`src/rtl/dac_ctrl_pkg.sv`:
```
package dac_ctrl_pkg;

  // ==========================================================================
  // Command codes
  // ==========================================================================
  localparam logic [3:0] CMD_WRITE_INPUT  = 4'h1;
  localparam logic [3:0] CMD_UPDATE_DAC   = 4'h2;
  localparam logic [3:0] CMD_WRITE_UPDATE = 4'h3;
  localparam logic [3:0] CMD_LOAD_MASK    = 4'h5;
  localparam logic [3:0] CMD_SOFT_RESET   = 4'h6;
  localparam logic [3:0] CMD_REF_SETUP    = 4'h7;

  // ==========================================================================
  // Frame fields
  // ==========================================================================
  localparam int CMD_MSB        = 23;
  localparam int CMD_LSB        = 20;
  localparam int ADDR_MSB       = 19;
  localparam int ADDR_LSB       = 16;
  localparam int DATA_MSB       = 15;
  localparam int DATA_LSB       = 4;
  localparam int ADDR_BIT_A     = 16;
  localparam int ADDR_BIT_B     = 19;
  localparam int MASK_BIT_A     = 0;
  localparam int MASK_BIT_B     = 3;
  localparam int REF_BIT        = 0;

  // ==========================================================================
  // Widths and reset values
  // ==========================================================================
  localparam int NUM_CH         = 2;
  localparam int DAC_W          = 12;
  localparam int MASK_W         = 4;
  localparam logic [MASK_W-1:0] MASK_RESET = 4'h0;
  localparam logic              REF_RESET  = 1'b0;
  localparam logic [DAC_W-1:0]  CODE_ZERO  = 12'h000;
  localparam logic [DAC_W-1:0]  CODE_MID   = 12'h800;

  // Cycles held in the initialising state after power-on or software reset.
  localparam int unsigned INIT_CYCLES = 4;

endpackage : dac_ctrl_pkg

```
`src/rtl/dac_code_regs.sv`:
```
`timescale 1ns/10ps
// Two-entry code store with registered read data.
module dac_code_regs (
  // Clock and reset
  input  wire logic                               clk,
  input  wire logic                               resetn,
  // Write side
  input  wire logic [dac_ctrl_pkg::NUM_CH-1:0]    wr_en,
  input  wire logic [dac_ctrl_pkg::DAC_W-1:0]     wr_data [dac_ctrl_pkg::NUM_CH],
  // Read side
  output logic      [dac_ctrl_pkg::DAC_W-1:0]     rd_data [dac_ctrl_pkg::NUM_CH]
);

  typedef struct packed {
    logic [dac_ctrl_pkg::NUM_CH-1:0][dac_ctrl_pkg::DAC_W-1:0] mem;
  } state_t;

  state_t s_q;
  state_t s_d;

  always_comb begin
    s_d = s_q;
    for (int i = 0; i < dac_ctrl_pkg::NUM_CH; i++) begin
      if (wr_en[i]) begin
        s_d.mem[i] = wr_data[i];
      end
    end
  end

  always_ff @(posedge clk or negedge resetn) begin
    if (!resetn) begin
      s_q <= '0;
    end else begin
      s_q <= s_d;
    end
  end

  genvar g;
  generate
    for (g = 0; g < dac_ctrl_pkg::NUM_CH; g++) begin : g_rd
      assign rd_data[g] = s_q.mem[g];
    end
  endgenerate

endmodule : dac_code_regs

```
`src/rtl/dac_load_ctrl.sv`:
```
`timescale 1ns/10ps
// Operation
// [RULE_01] Command 0101 loads four-bit strobe mask
// [RULE_02] Mask command ignores the channel address
// [RULE_03] Mask bits reset to zero
// [RULE_04] Masked channel sees strobe held high
// [RULE_05] Unmasked channel follows strobe pin alone
// [RULE_06] Command 0001 writes input, DAC if low
// [RULE_07] Command 0010 copies input to DAC
// [RULE_08] Command 0011 writes input and DAC
// [RULE_09] Strobe falling edge loads unmasked channels
// [RULE_10] Strobe tied low ignores mask bits
// [RULE_11] Reset pin low clears outputs to code
// [RULE_12] Host holds reset low long enough
// [RULE_13] Outputs stay cleared after reset release
// [RULE_14] No output update while reset low
// [RULE_15] Command 0110 performs software reset
// [RULE_16] Strobe ignored during power-on reset
// [RULE_17] Initialisation waits for reset pin high
// [RULE_18] Select pin picks zero or midscale
// [RULE_19] Outputs hold power-up level until write
// [RULE_20] Command 0111 sets reference bit, default on
// [RULE_21] Strobe low: update on frame completion
// [RULE_22] Strobe high: update on later falling edge
// [RULE_23] Mask and reference default on resets
module dac_load_ctrl (
  // Clock and power-on reset
  input  wire logic                              CLK,
  input  wire logic                              RESETN,
  // Completed 24-bit frame from the serial front end
  input  wire logic                              FRAME_VALID,
  input  wire logic [23:0]                       FRAME_DATA,
  // Device pins
  input  wire logic                              LOAD_STROBE_N,
  input  wire logic                              CLEAR_N,
  input  wire logic                              RESET_LEVEL_SELECT,
  // Converter side
  output logic      [dac_ctrl_pkg::DAC_W-1:0]    DAC_A_CODE,
  output logic      [dac_ctrl_pkg::DAC_W-1:0]    DAC_B_CODE,
  output logic      [dac_ctrl_pkg::DAC_W-1:0]    INPUT_A_CODE,
  output logic      [dac_ctrl_pkg::DAC_W-1:0]    INPUT_B_CODE,
  output logic      [dac_ctrl_pkg::MASK_W-1:0]   LOAD_STROBE_MASK,
  output logic                                   REF_OFF,
  output logic                                   READY
);

  // ==========================================================================
  // Types
  // ==========================================================================
  typedef enum logic [2:0] {
    ST_HOLD = 3'b001,
    ST_INIT = 3'b010,
    ST_RUN  = 3'b100
  } mode_t;

  typedef struct packed {
    mode_t                                                     mode;
    logic [2:0]                                                init_cnt;
    logic                                                      strobe_prev;
    logic [dac_ctrl_pkg::MASK_W-1:0]                           mask;
    logic                                                      ref_off;
    logic [dac_ctrl_pkg::NUM_CH-1:0][dac_ctrl_pkg::DAC_W-1:0]  dac;
    logic [dac_ctrl_pkg::DAC_W-1:0]                            in_a_q;
    logic [dac_ctrl_pkg::DAC_W-1:0]                            in_b_q;
  } state_t;

  // ==========================================================================
  // Helpers
  // ==========================================================================
  // Address bit test: the per-channel selection of a frame.
  function automatic logic chan_hit(input logic [23:0] f, input int ch);
    if (ch == 0) begin
      chan_hit = f[dac_ctrl_pkg::ADDR_BIT_A];
    end else begin
      chan_hit = f[dac_ctrl_pkg::ADDR_BIT_B];
    end
  endfunction : chan_hit

  // Mask bit of a channel.
  function automatic logic chan_mask(input logic [3:0] m, input int ch);
    if (ch == 0) begin
      chan_mask = m[dac_ctrl_pkg::MASK_BIT_A];
    end else begin
      chan_mask = m[dac_ctrl_pkg::MASK_BIT_B];
    end
  endfunction : chan_mask

  // ==========================================================================
  // Input registers
  // ==========================================================================
  state_t                              s_q;
  state_t                              s_d;
  logic [dac_ctrl_pkg::NUM_CH-1:0]     in_wr;
  logic [dac_ctrl_pkg::DAC_W-1:0]      in_wdata [dac_ctrl_pkg::NUM_CH];
  logic [dac_ctrl_pkg::DAC_W-1:0]      in_rdata [dac_ctrl_pkg::NUM_CH];
  logic [3:0]                          cmd;
  logic [dac_ctrl_pkg::DAC_W-1:0]      new_code;
  logic [dac_ctrl_pkg::DAC_W-1:0]      clear_code;
  logic                                running;
  logic                                soft_rst;

  assign cmd      = FRAME_DATA[dac_ctrl_pkg::CMD_MSB:dac_ctrl_pkg::CMD_LSB];
  assign new_code = FRAME_DATA[dac_ctrl_pkg::DATA_MSB:dac_ctrl_pkg::DATA_LSB];
  // Select pin picks the clear code.
  // [RULE_18] Clear code select
  assign clear_code = RESET_LEVEL_SELECT ? dac_ctrl_pkg::CODE_MID : dac_ctrl_pkg::CODE_ZERO;
  assign running  = (s_q.mode == ST_RUN) && CLEAR_N;
  assign soft_rst = running && FRAME_VALID && (cmd == dac_ctrl_pkg::CMD_SOFT_RESET);

  // Input register writes; soft reset restores the clear code.
  genvar g;
  generate
    for (g = 0; g < dac_ctrl_pkg::NUM_CH; g++) begin : g_in
      // [RULE_06] Input register write
      assign in_wr[g] = (s_q.mode != ST_RUN) || soft_rst || (running && FRAME_VALID
                        && chan_hit(FRAME_DATA, g)
                        && ((cmd == dac_ctrl_pkg::CMD_WRITE_INPUT)
                         || (cmd == dac_ctrl_pkg::CMD_WRITE_UPDATE)));
      assign in_wdata[g] = (running && !soft_rst) ? new_code : clear_code;
    end
  endgenerate

  dac_code_regs u_inputs (
    .clk     (CLK),
    .resetn  (RESETN),
    .wr_en   (in_wr),
    .wr_data (in_wdata),
    .rd_data (in_rdata)
  );

  // ==========================================================================
  // Next state
  // ==========================================================================
  always_comb begin
    logic strobe_fall;
    logic upd;
    strobe_fall = 1'b0;
    upd         = 1'b0;
    s_d             = s_q;
    s_d.strobe_prev = LOAD_STROBE_N;
    s_d.in_a_q      = in_rdata[0];
    s_d.in_b_q      = in_rdata[1];
    strobe_fall     = s_q.strobe_prev && !LOAD_STROBE_N;
    unique case (s_q.mode)
      ST_HOLD: begin
        // [RULE_17] Wait for pin release
        if (CLEAR_N) begin
          s_d.mode     = ST_INIT;
          s_d.init_cnt = '0;
        end
        for (int c = 0; c < dac_ctrl_pkg::NUM_CH; c++) begin
          s_d.dac[c] = clear_code;
        end
      end
      ST_INIT: begin
        // [RULE_16] Strobe ignored while initialising
        // [RULE_19] Outputs at power-up level
        for (int c = 0; c < dac_ctrl_pkg::NUM_CH; c++) begin
          s_d.dac[c] = clear_code;
        end
        if (!CLEAR_N) begin
          s_d.mode = ST_HOLD;
        end else if (s_q.init_cnt == 3'(dac_ctrl_pkg::INIT_CYCLES - 1)) begin
          s_d.mode = ST_RUN;
        end else begin
          s_d.init_cnt = s_q.init_cnt + 3'h1;
        end
      end
      ST_RUN: begin
        if (!CLEAR_N) begin
          // [RULE_11] Clear outputs
          // [RULE_14] Block updates while low
          for (int c = 0; c < dac_ctrl_pkg::NUM_CH; c++) begin
            s_d.dac[c] = clear_code;
          end
        end else if (soft_rst) begin
          // [RULE_15] Software reset
          // [RULE_23] Defaults restored
          s_d.mask    = dac_ctrl_pkg::MASK_RESET;
          s_d.ref_off = dac_ctrl_pkg::REF_RESET;
          s_d.mode    = ST_INIT;
          s_d.init_cnt = '0;
          for (int c = 0; c < dac_ctrl_pkg::NUM_CH; c++) begin
            s_d.dac[c] = clear_code;
          end
        end else begin
          // [RULE_13] Hold until programmed
          if (FRAME_VALID && (cmd == dac_ctrl_pkg::CMD_LOAD_MASK)) begin
            // [RULE_01] Load mask bits
            // [RULE_02] Address ignored
            s_d.mask = FRAME_DATA[dac_ctrl_pkg::MASK_W-1:0];
          end
          if (FRAME_VALID && (cmd == dac_ctrl_pkg::CMD_REF_SETUP)) begin
            // [RULE_20] Reference setup bit
            s_d.ref_off = FRAME_DATA[dac_ctrl_pkg::REF_BIT];
          end
          for (int c = 0; c < dac_ctrl_pkg::NUM_CH; c++) begin
            upd = 1'b0;
            // [RULE_09] Falling edge loads unmasked
            // [RULE_04] Masked channel ignores strobe
            // [RULE_05] Unmasked follows pin
            // [RULE_22] Deferred update
            if (strobe_fall && !chan_mask(s_q.mask, c)) begin
              s_d.dac[c] = in_rdata[c];
              upd        = 1'b1;
            end
            if (FRAME_VALID && chan_hit(FRAME_DATA, c)) begin
              // [RULE_07] Copy input to DAC
              if (cmd == dac_ctrl_pkg::CMD_UPDATE_DAC) begin
                s_d.dac[c] = in_rdata[c];
              end
              // [RULE_08] Write and update
              if (cmd == dac_ctrl_pkg::CMD_WRITE_UPDATE) begin
                s_d.dac[c] = new_code;
              end
              // [RULE_10] Pin low ignores mask
              // [RULE_21] Immediate update
              if ((cmd == dac_ctrl_pkg::CMD_WRITE_INPUT) && !LOAD_STROBE_N) begin
                s_d.dac[c] = new_code;
              end
            end
          end
        end
      end
      default: begin
        s_d.mode = ST_HOLD;
      end
    endcase
  end

  // ==========================================================================
  // State register
  // ==========================================================================
  always_ff @(posedge CLK or negedge RESETN) begin
    if (!RESETN) begin
      s_q.mode        <= ST_HOLD;
      s_q.init_cnt    <= '0;
      s_q.strobe_prev <= 1'b1;
      // [RULE_03] Mask default zero
      s_q.mask        <= dac_ctrl_pkg::MASK_RESET;
      s_q.ref_off     <= dac_ctrl_pkg::REF_RESET;
      s_q.dac         <= '0;
      s_q.in_a_q      <= '0;
      s_q.in_b_q      <= '0;
    end else begin
      s_q <= s_d;
    end
  end

  // ==========================================================================
  // Outputs
  // ==========================================================================
  assign DAC_A_CODE       = s_q.dac[0];
  assign DAC_B_CODE       = s_q.dac[1];
  assign INPUT_A_CODE     = s_q.in_a_q;
  assign INPUT_B_CODE     = s_q.in_b_q;
  assign LOAD_STROBE_MASK = s_q.mask;
  assign REF_OFF          = s_q.ref_off;
  assign READY            = (s_q.mode == ST_RUN);

endmodule : dac_load_ctrl

```
`config.mk`:
```
export PLATFORM = sky130hd
export DESIGN_NAME = dac_load_ctrl
export DESIGN_NICKNAME = d
export VERILOG_FILES = /design/src/rtl/dac_ctrl_pkg.sv /design/src/rtl/dac_code_regs.sv /design/src/rtl/dac_load_ctrl.sv
export SDC_FILE = /design/constraint.sdc
export NUM_CORES = 1
export LEC_CHECK = 0
export ABC_AREA = 1
export BUFFER_PORTS_ARGS = -buffer_cell sky130_fd_sc_hd__buf_2
export CAP_MARGIN = 20
export CORE_MARGIN = 4
export CORE_UTILIZATION = 25
export DETAILED_ROUTE_END_ITERATION = 6
export GPL_TIMING_DRIVEN = 0
export SKIP_CTS_REPAIR_TIMING = 1
export SYNTH_ARGS = -nofsm -noshare
export SYNTH_HDL_FRONTEND = slang
export SYNTH_SLANG_ARGS = --single-unit
```
`constraint.sdc`:
```
create_clock -name CLK -period 3.33 [get_ports CLK]
set_input_delay 0.1665 -clock CLK [delete_from_list [all_inputs] [get_ports CLK]]
set_output_delay 0.1665 -clock CLK [all_outputs]
set_load 0.1 [all_outputs]
```
* After elaboration in Yosys (flattened, before gate mapping)
Cells that the tools add are included.
Widths: inputs -> output; s select.
** Storage, ports and cells
- Bits in registers :: 84
- Logic and storage cells :: 100
** Operators by class
- Multiplexer cells :: 38
- Add/subtract/negate cells :: 1
- Equal/unequal tests :: 17
- Reduce and logical (&&, ||, !) cells :: 33
** Operators with widths (number)
- $mux 12 :: 12
- $pmux 24 s2 :: 1
- $mux 29 :: 1
- $mux 24 :: 1
- $mux 6 :: 3
- $pmux 3 s3 :: 2
- $logic_and 1x1->1 :: 16
- $mux 1 :: 13
- $eq 4x3->1 const B :: 3
- $mux 3 :: 4
- $eq 4x2->1 const B :: 2
- $ne 2x2->1 const B :: 4
- $eq 3x2->1 const B :: 2
- $ne 3x3->1 const B :: 2
- $reduce_and 3->1 :: 2
- $reduce_and 6->1 :: 1
- $reduce_bool 2->1 :: 3
- $eq 4x1->1 const B :: 1
- $logic_not 1->1 :: 4
- $logic_or 1x1->1 :: 4
- $mux 4 :: 1
- $reduce_and 4->1 :: 1
- $add 3x1->3 const B :: 1
- $eq 3x1->1 const B :: 1
- other kinds (4) :: 4

* Longest topological paths before layout
- Depth after elaboration :: 17
- Gate-level depth with buffers :: 12

* By module
From an unflattened synthesis, not the netlist that was laid out.
** Second synthesis, totals
- Cells, all modules :: 710
- Area total of the unflattened synthesis :: 4989.8 µm²
** By module, submodules not included
- dac_load_ctrl :: cells an instance 608, area an instance 4073.9 µm², instances 1
- dac_code_regs :: cells an instance 102, area an instance 915.9 µm², instances 1

* Worst setup path after synthesis
Ideal clock, no wire load.
- Path kind :: register -> register
- From :: register s_q[58] (netlist bit)
- To :: register s_q[54] (netlist bit)
- Arrival :: 1.667 ns
- Setup slack :: 1.541 ns
- Path buffers :: 0
- Stages on the path, launching flop included :: 9
- Library setup time :: 0.122 ns
- Required time :: 3.208 ns
- Cells stage by stage :: dfrtp_1 > inv_2 > nand3_2 > inv_1 > nor2_1 > o21ai_1 > nand2_1 > nand2_1 > o21ai_1
** On the way
- Longest elaborated chain between the ends :: 6
- Elaborated cells between the ends (all ways) :: 14
- Those cells by class :: eq/ne: 8; mux: 1; reduce/logical: 5
** Ends and longest elaborated chain
- from (decl) :: line dac_load_ctrl.sv:91 : state_t s_q;
- $eq 3x3->1 *
- via READY :: line dac_load_ctrl.sv:44 : output logic READY
- $logic_and 1x1->1 :: line dac_load_ctrl.sv:107 : assign running = (s_q.mode == ST_RUN) && CLEAR_N;
- $logic_and 1x1->1 (2 in a row) :: line dac_load_ctrl.sv:108 : assign soft_rst = running && FRAME_VALID && (cmd == dac_ctrl_pkg::CMD_SOFT_RESET);
- $ne 2x1->1 (no source line)
- $reduce_and 6->1 (no source line)
Mark *: on every way through the listed nets, which the timed path passes. The rest lies on a longest branch.
A chain may end at the register's enable or synchronous reset.

* Worst setup path in the final report
- From :: input port LOAD_STROBE_N
- To :: register s_q, in the netlist DAC_A_CODE[3]
** On the way
- Longest elaborated chain between the ends :: 11
- Elaborated cells between the ends (all ways) :: 12
- Those cells by class :: mux: 8; reduce/logical: 4
** Ends and longest elaborated chain
- from (decl) :: line dac_load_ctrl.sv:34 : input wire logic LOAD_STROBE_N,
- $logic_not 1->1 * :: line dac_load_ctrl.sv:143, dac_load_ctrl.sv:218
- $logic_and 1x1->1 :: line dac_load_ctrl.sv:143 : strobe_fall = s_q.strobe_prev && !LOAD_STROBE_N;
- $logic_and 1x1->1 :: line dac_load_ctrl.sv:203 : if (strobe_fall && !chan_mask(s_q.mask, c)) begin
- $mux 12 :: line dac_load_ctrl.sv:203
- $mux 12 :: line dac_load_ctrl.sv:209 : if (cmd == dac_ctrl_pkg::CMD_UPDATE_DAC) begin
- $mux 12 :: line dac_load_ctrl.sv:213 : if (cmd == dac_ctrl_pkg::CMD_WRITE_UPDATE) begin
- $mux 12 :: line dac_load_ctrl.sv:218 : if ((cmd == dac_ctrl_pkg::CMD_WRITE_INPUT) && !LOAD_STROBE_N) begin
- $mux 12 * :: line dac_load_ctrl.sv:207 : if (FRAME_VALID && chan_hit(FRAME_DATA, c)) begin
- $mux 29 * :: line dac_load_ctrl.sv:176 : end else if (soft_rst) begin
- $mux 24 * :: line dac_load_ctrl.sv:170 : if (!CLEAR_N) begin
- $pmux 24 s2 * :: line dac_load_ctrl.sv:144 : unique case (s_q.mode)
Every way passes the cells marked *; elsewhere a longest branch is shown, timed or not.

==> run summary <==
dominant cell type by area after synthesis: dfrtp_1
largest cells by area after synthesis: dfrtp_1 (39%), nand2_1 (25%), buf_4 (8.0%)
ANT nets after route: 0
Cell variety after synth: 29
largest net degree at the start of global routing: 53
initial drt markers: 276
#FFs+latches synth: 84
commonest cells in the netlist: nand2_1 (355), inv_1 (106), dfrtp_1 (82)
first-pass GRT wire length: 22200 µm
Worst setup SP type: primary input
clock skew: 8.27 ps
drt drc: 0
# setup viols final: 0
Syn. warnings: 0
setup TNS: 0 ps
# H-tree levels: 3
r2r startpoint: s_q[53]
Critical Path Start: LOAD_STROBE_N
Max clock buf depth: 2
share of the synthesized area in the top cell type: 0.391
post-route insts no fill: 1136
P&R area growth vs syn: 20.9%
total global routing overflow: 0
final hold violation count: 0
r2r worst-path depth: 10
worst-path cell chain: dlygate4sd3_1, buf_2, inv_1, nand3_1, inv_1, buf_2, nand2_1, nand3_1, nand2_1, nand2_1, nand2_1, nand2_1, nand2_1
vias per cell: 3.81
Core Box Area: 20400 µm²
DP HPWL: 11000 µm
number of enable flip-flop cells after synthesis: 0
top_reg_cell synth: dfrtp_1
Max FO, Critical Path: 10
Final Max Tran Viols: 0
ys async rst share: 1.00
clk_lat worst skew: 340 ps
vias in the first global route: 4373
Final Cycle Share: 0.533
syn_nets: 798
Synth Instances: 766
Rel. slew slack: 0.665
Tightest Pin Transition: 506 ps
Sink Count: 84
RSZ-0062 raised after global routing: no
clock period minus worst slack: 1780 ps
Antenna Diode Count: 0
LEAKAGE: 3.63 nW
row cnt: 52
via count: 4331
Synth Cell Area: 5250 µm²
routed len/inst: 11.8 µm
worst path arrival time: 2010 ps
GP Congestion: 0.844
Layout Nets: 893
router iterations before antenna repair: 5
Chip Height: 153 µm
CTS tree: done
Worst Path Required: 3560 ps
worst hold path class: primary input to register
Max Cap Viol: 0
Ports: 84
status: finished clean
power density over cell area: 408 nW/µm²
crit path to: DAC_A_CODE[3]
Chip Width: 153 µm
fraction of layout instances using a drive strength above 1: 0.247
sequential area share after synthesis: 0.401
nature of the critical path endpoint: register
Crit path largest cell delay: 540 ps
CP dominant cell by count: nand2_1
critical path type: primary input to register
CTS root buf: clkbuf_16
placed cells: 1118
cts bufs inserted: 9
full die area: 23400 µm²
Max Freq: 563 MHz
Starting Density: 0.257
Syn Area/Cell: 6.85 µm²
final WL: 13400 µm
FF-to-FF setup slack: 1620 ps
clock transition at the registers of the reported paths: 60 ps
most common cell in the netlist: nand2_1
I/O Buffers: 81
total track usage: 0.117
Max IR drop VDD: 0.191 mV
FF-to-FF End: DAC_A_CODE[3]
critical path's slowest cell: dlygate4sd3_1
initial antenna violation count: 0
==> worst max-delay path, delay by kind of cell <==
kind	cells	cell delay [ps]
and+or+nand+nor	8	730
buffers and inverters	5	1130
==> cell type report <==
class,count,area [µm²]
flip-flops and latches,84,2100
repair buffers,84,455
multi-input cells,476,2120
well taps,270,338
fillers,2288,14100
clock buffers,11,243
clock inverters,5,60.1
inverters,130,488
plain buffers,76,541
==> how the worst min path moves through the flow <==
stage                     endpoint          start  slack, ps  cells past startpoint
2_1_floorplan        DAC_A_CODE[0]         RESETN       -130                      0
3_3_place_gp               s_q[53]  LOAD_STROBE_N        300                      1
3_5_place_dp               s_q[56]         RESETN        140                      1
4_1_cts                    s_q[56]         RESETN       -230                      1
5_1_grt        LOAD_STROBE_MASK[2]  FRAME_DATA[2]         70                      3
6_report       LOAD_STROBE_MASK[1]  FRAME_DATA[1]         60                      3
==> metrics by stage <==
stage / setup WS, ps / instance area, µm² / total power (W) / util / hold slack [ps]
after global placement: 1430 / 5990 / 0.00158 / 0.293 / 296
final: 1550 / 6340 / 0.00259 / 0.311 / 59.8
after global routing: 1390 / 6340 / 0.00272 / 0.311 / 73.9
after detailed placement: 1650 / 6020 / 0.00160 / 0.295 / 141
after floorplan: 1540 / 5250 / 0.00146 / - / -129
after CTS: 1600 / 6320 / 0.00262 / 0.310 / -225
==> sequential cells by signal (all words and copies together) (netlist names) <==
name and cells:
s_q 7, REF_OFF 1, DAC_A_CODE 12, DAC_B_CODE 12, u_inputs.rd_data 24, INPUT_A_CODE 12
INPUT_B_CODE 12, LOAD_STROBE_MASK 4
==> power by group <==
part / internal [W] / leakage (nW) / total (W) / switching, W
clock: 0.000604 / 0.146 / 0.00102 / 0.000412
combinational: 0.000131 / 2.34 / 0.000483 / 0.000352
sequential: 0.00106 / 1.14 / 0.00109 / 0.0000271
==> kinds of logic after synthesis <==
logic type | after synthesis | synth area share
buffers and inverters | 206 | 0.196
AND/OR/NAND/NOR | 434 | 0.340
AO/OA/AOI/OAI | 40 | 0.0584
adder cells (fa/ha/maj) | 2 | 0.00477
flip-flops | 84 | 0.401
==> layer usage <==
layer | track usage | part of all wire | vias to the layer above
li1 | - | - | 2410
met1 | 0.156 | 0.50 | 1826
met2 | 0.197 | 0.46 | 80
met4 | 0.0378 | 0.016 | 0
met5 | 0 | 0 | -
met3 | 0.0161 | 0.023 | 15
==> placed cells by master, fill, tap and decap left out, drive strengths merged, types with 2 or more instances in the layout <==
| master | synthesis | routed |
|---|---|---|
| clkinv | 20 | 22 |
| nand2 | 359 | 359 |
| nor2 | 25 | 25 |
| nand3 | 43 | 43 |
| clkbuf | 4 | 15 |
| dfrtp | 82 | 82 |
| nand4 | 4 | 4 |
| a21oi | 5 | 5 |
| o21ai | 33 | 33 |
| ha | 2 | 2 |
| inv | 110 | 111 |
| buf | 72 | 154 |
| nor3 | 3 | 3 |
| dfstp | 2 | 2 |
| dlygate4sd3 | 0 | 2 |
Note: power is estimated with default switching activity, not from simulation.
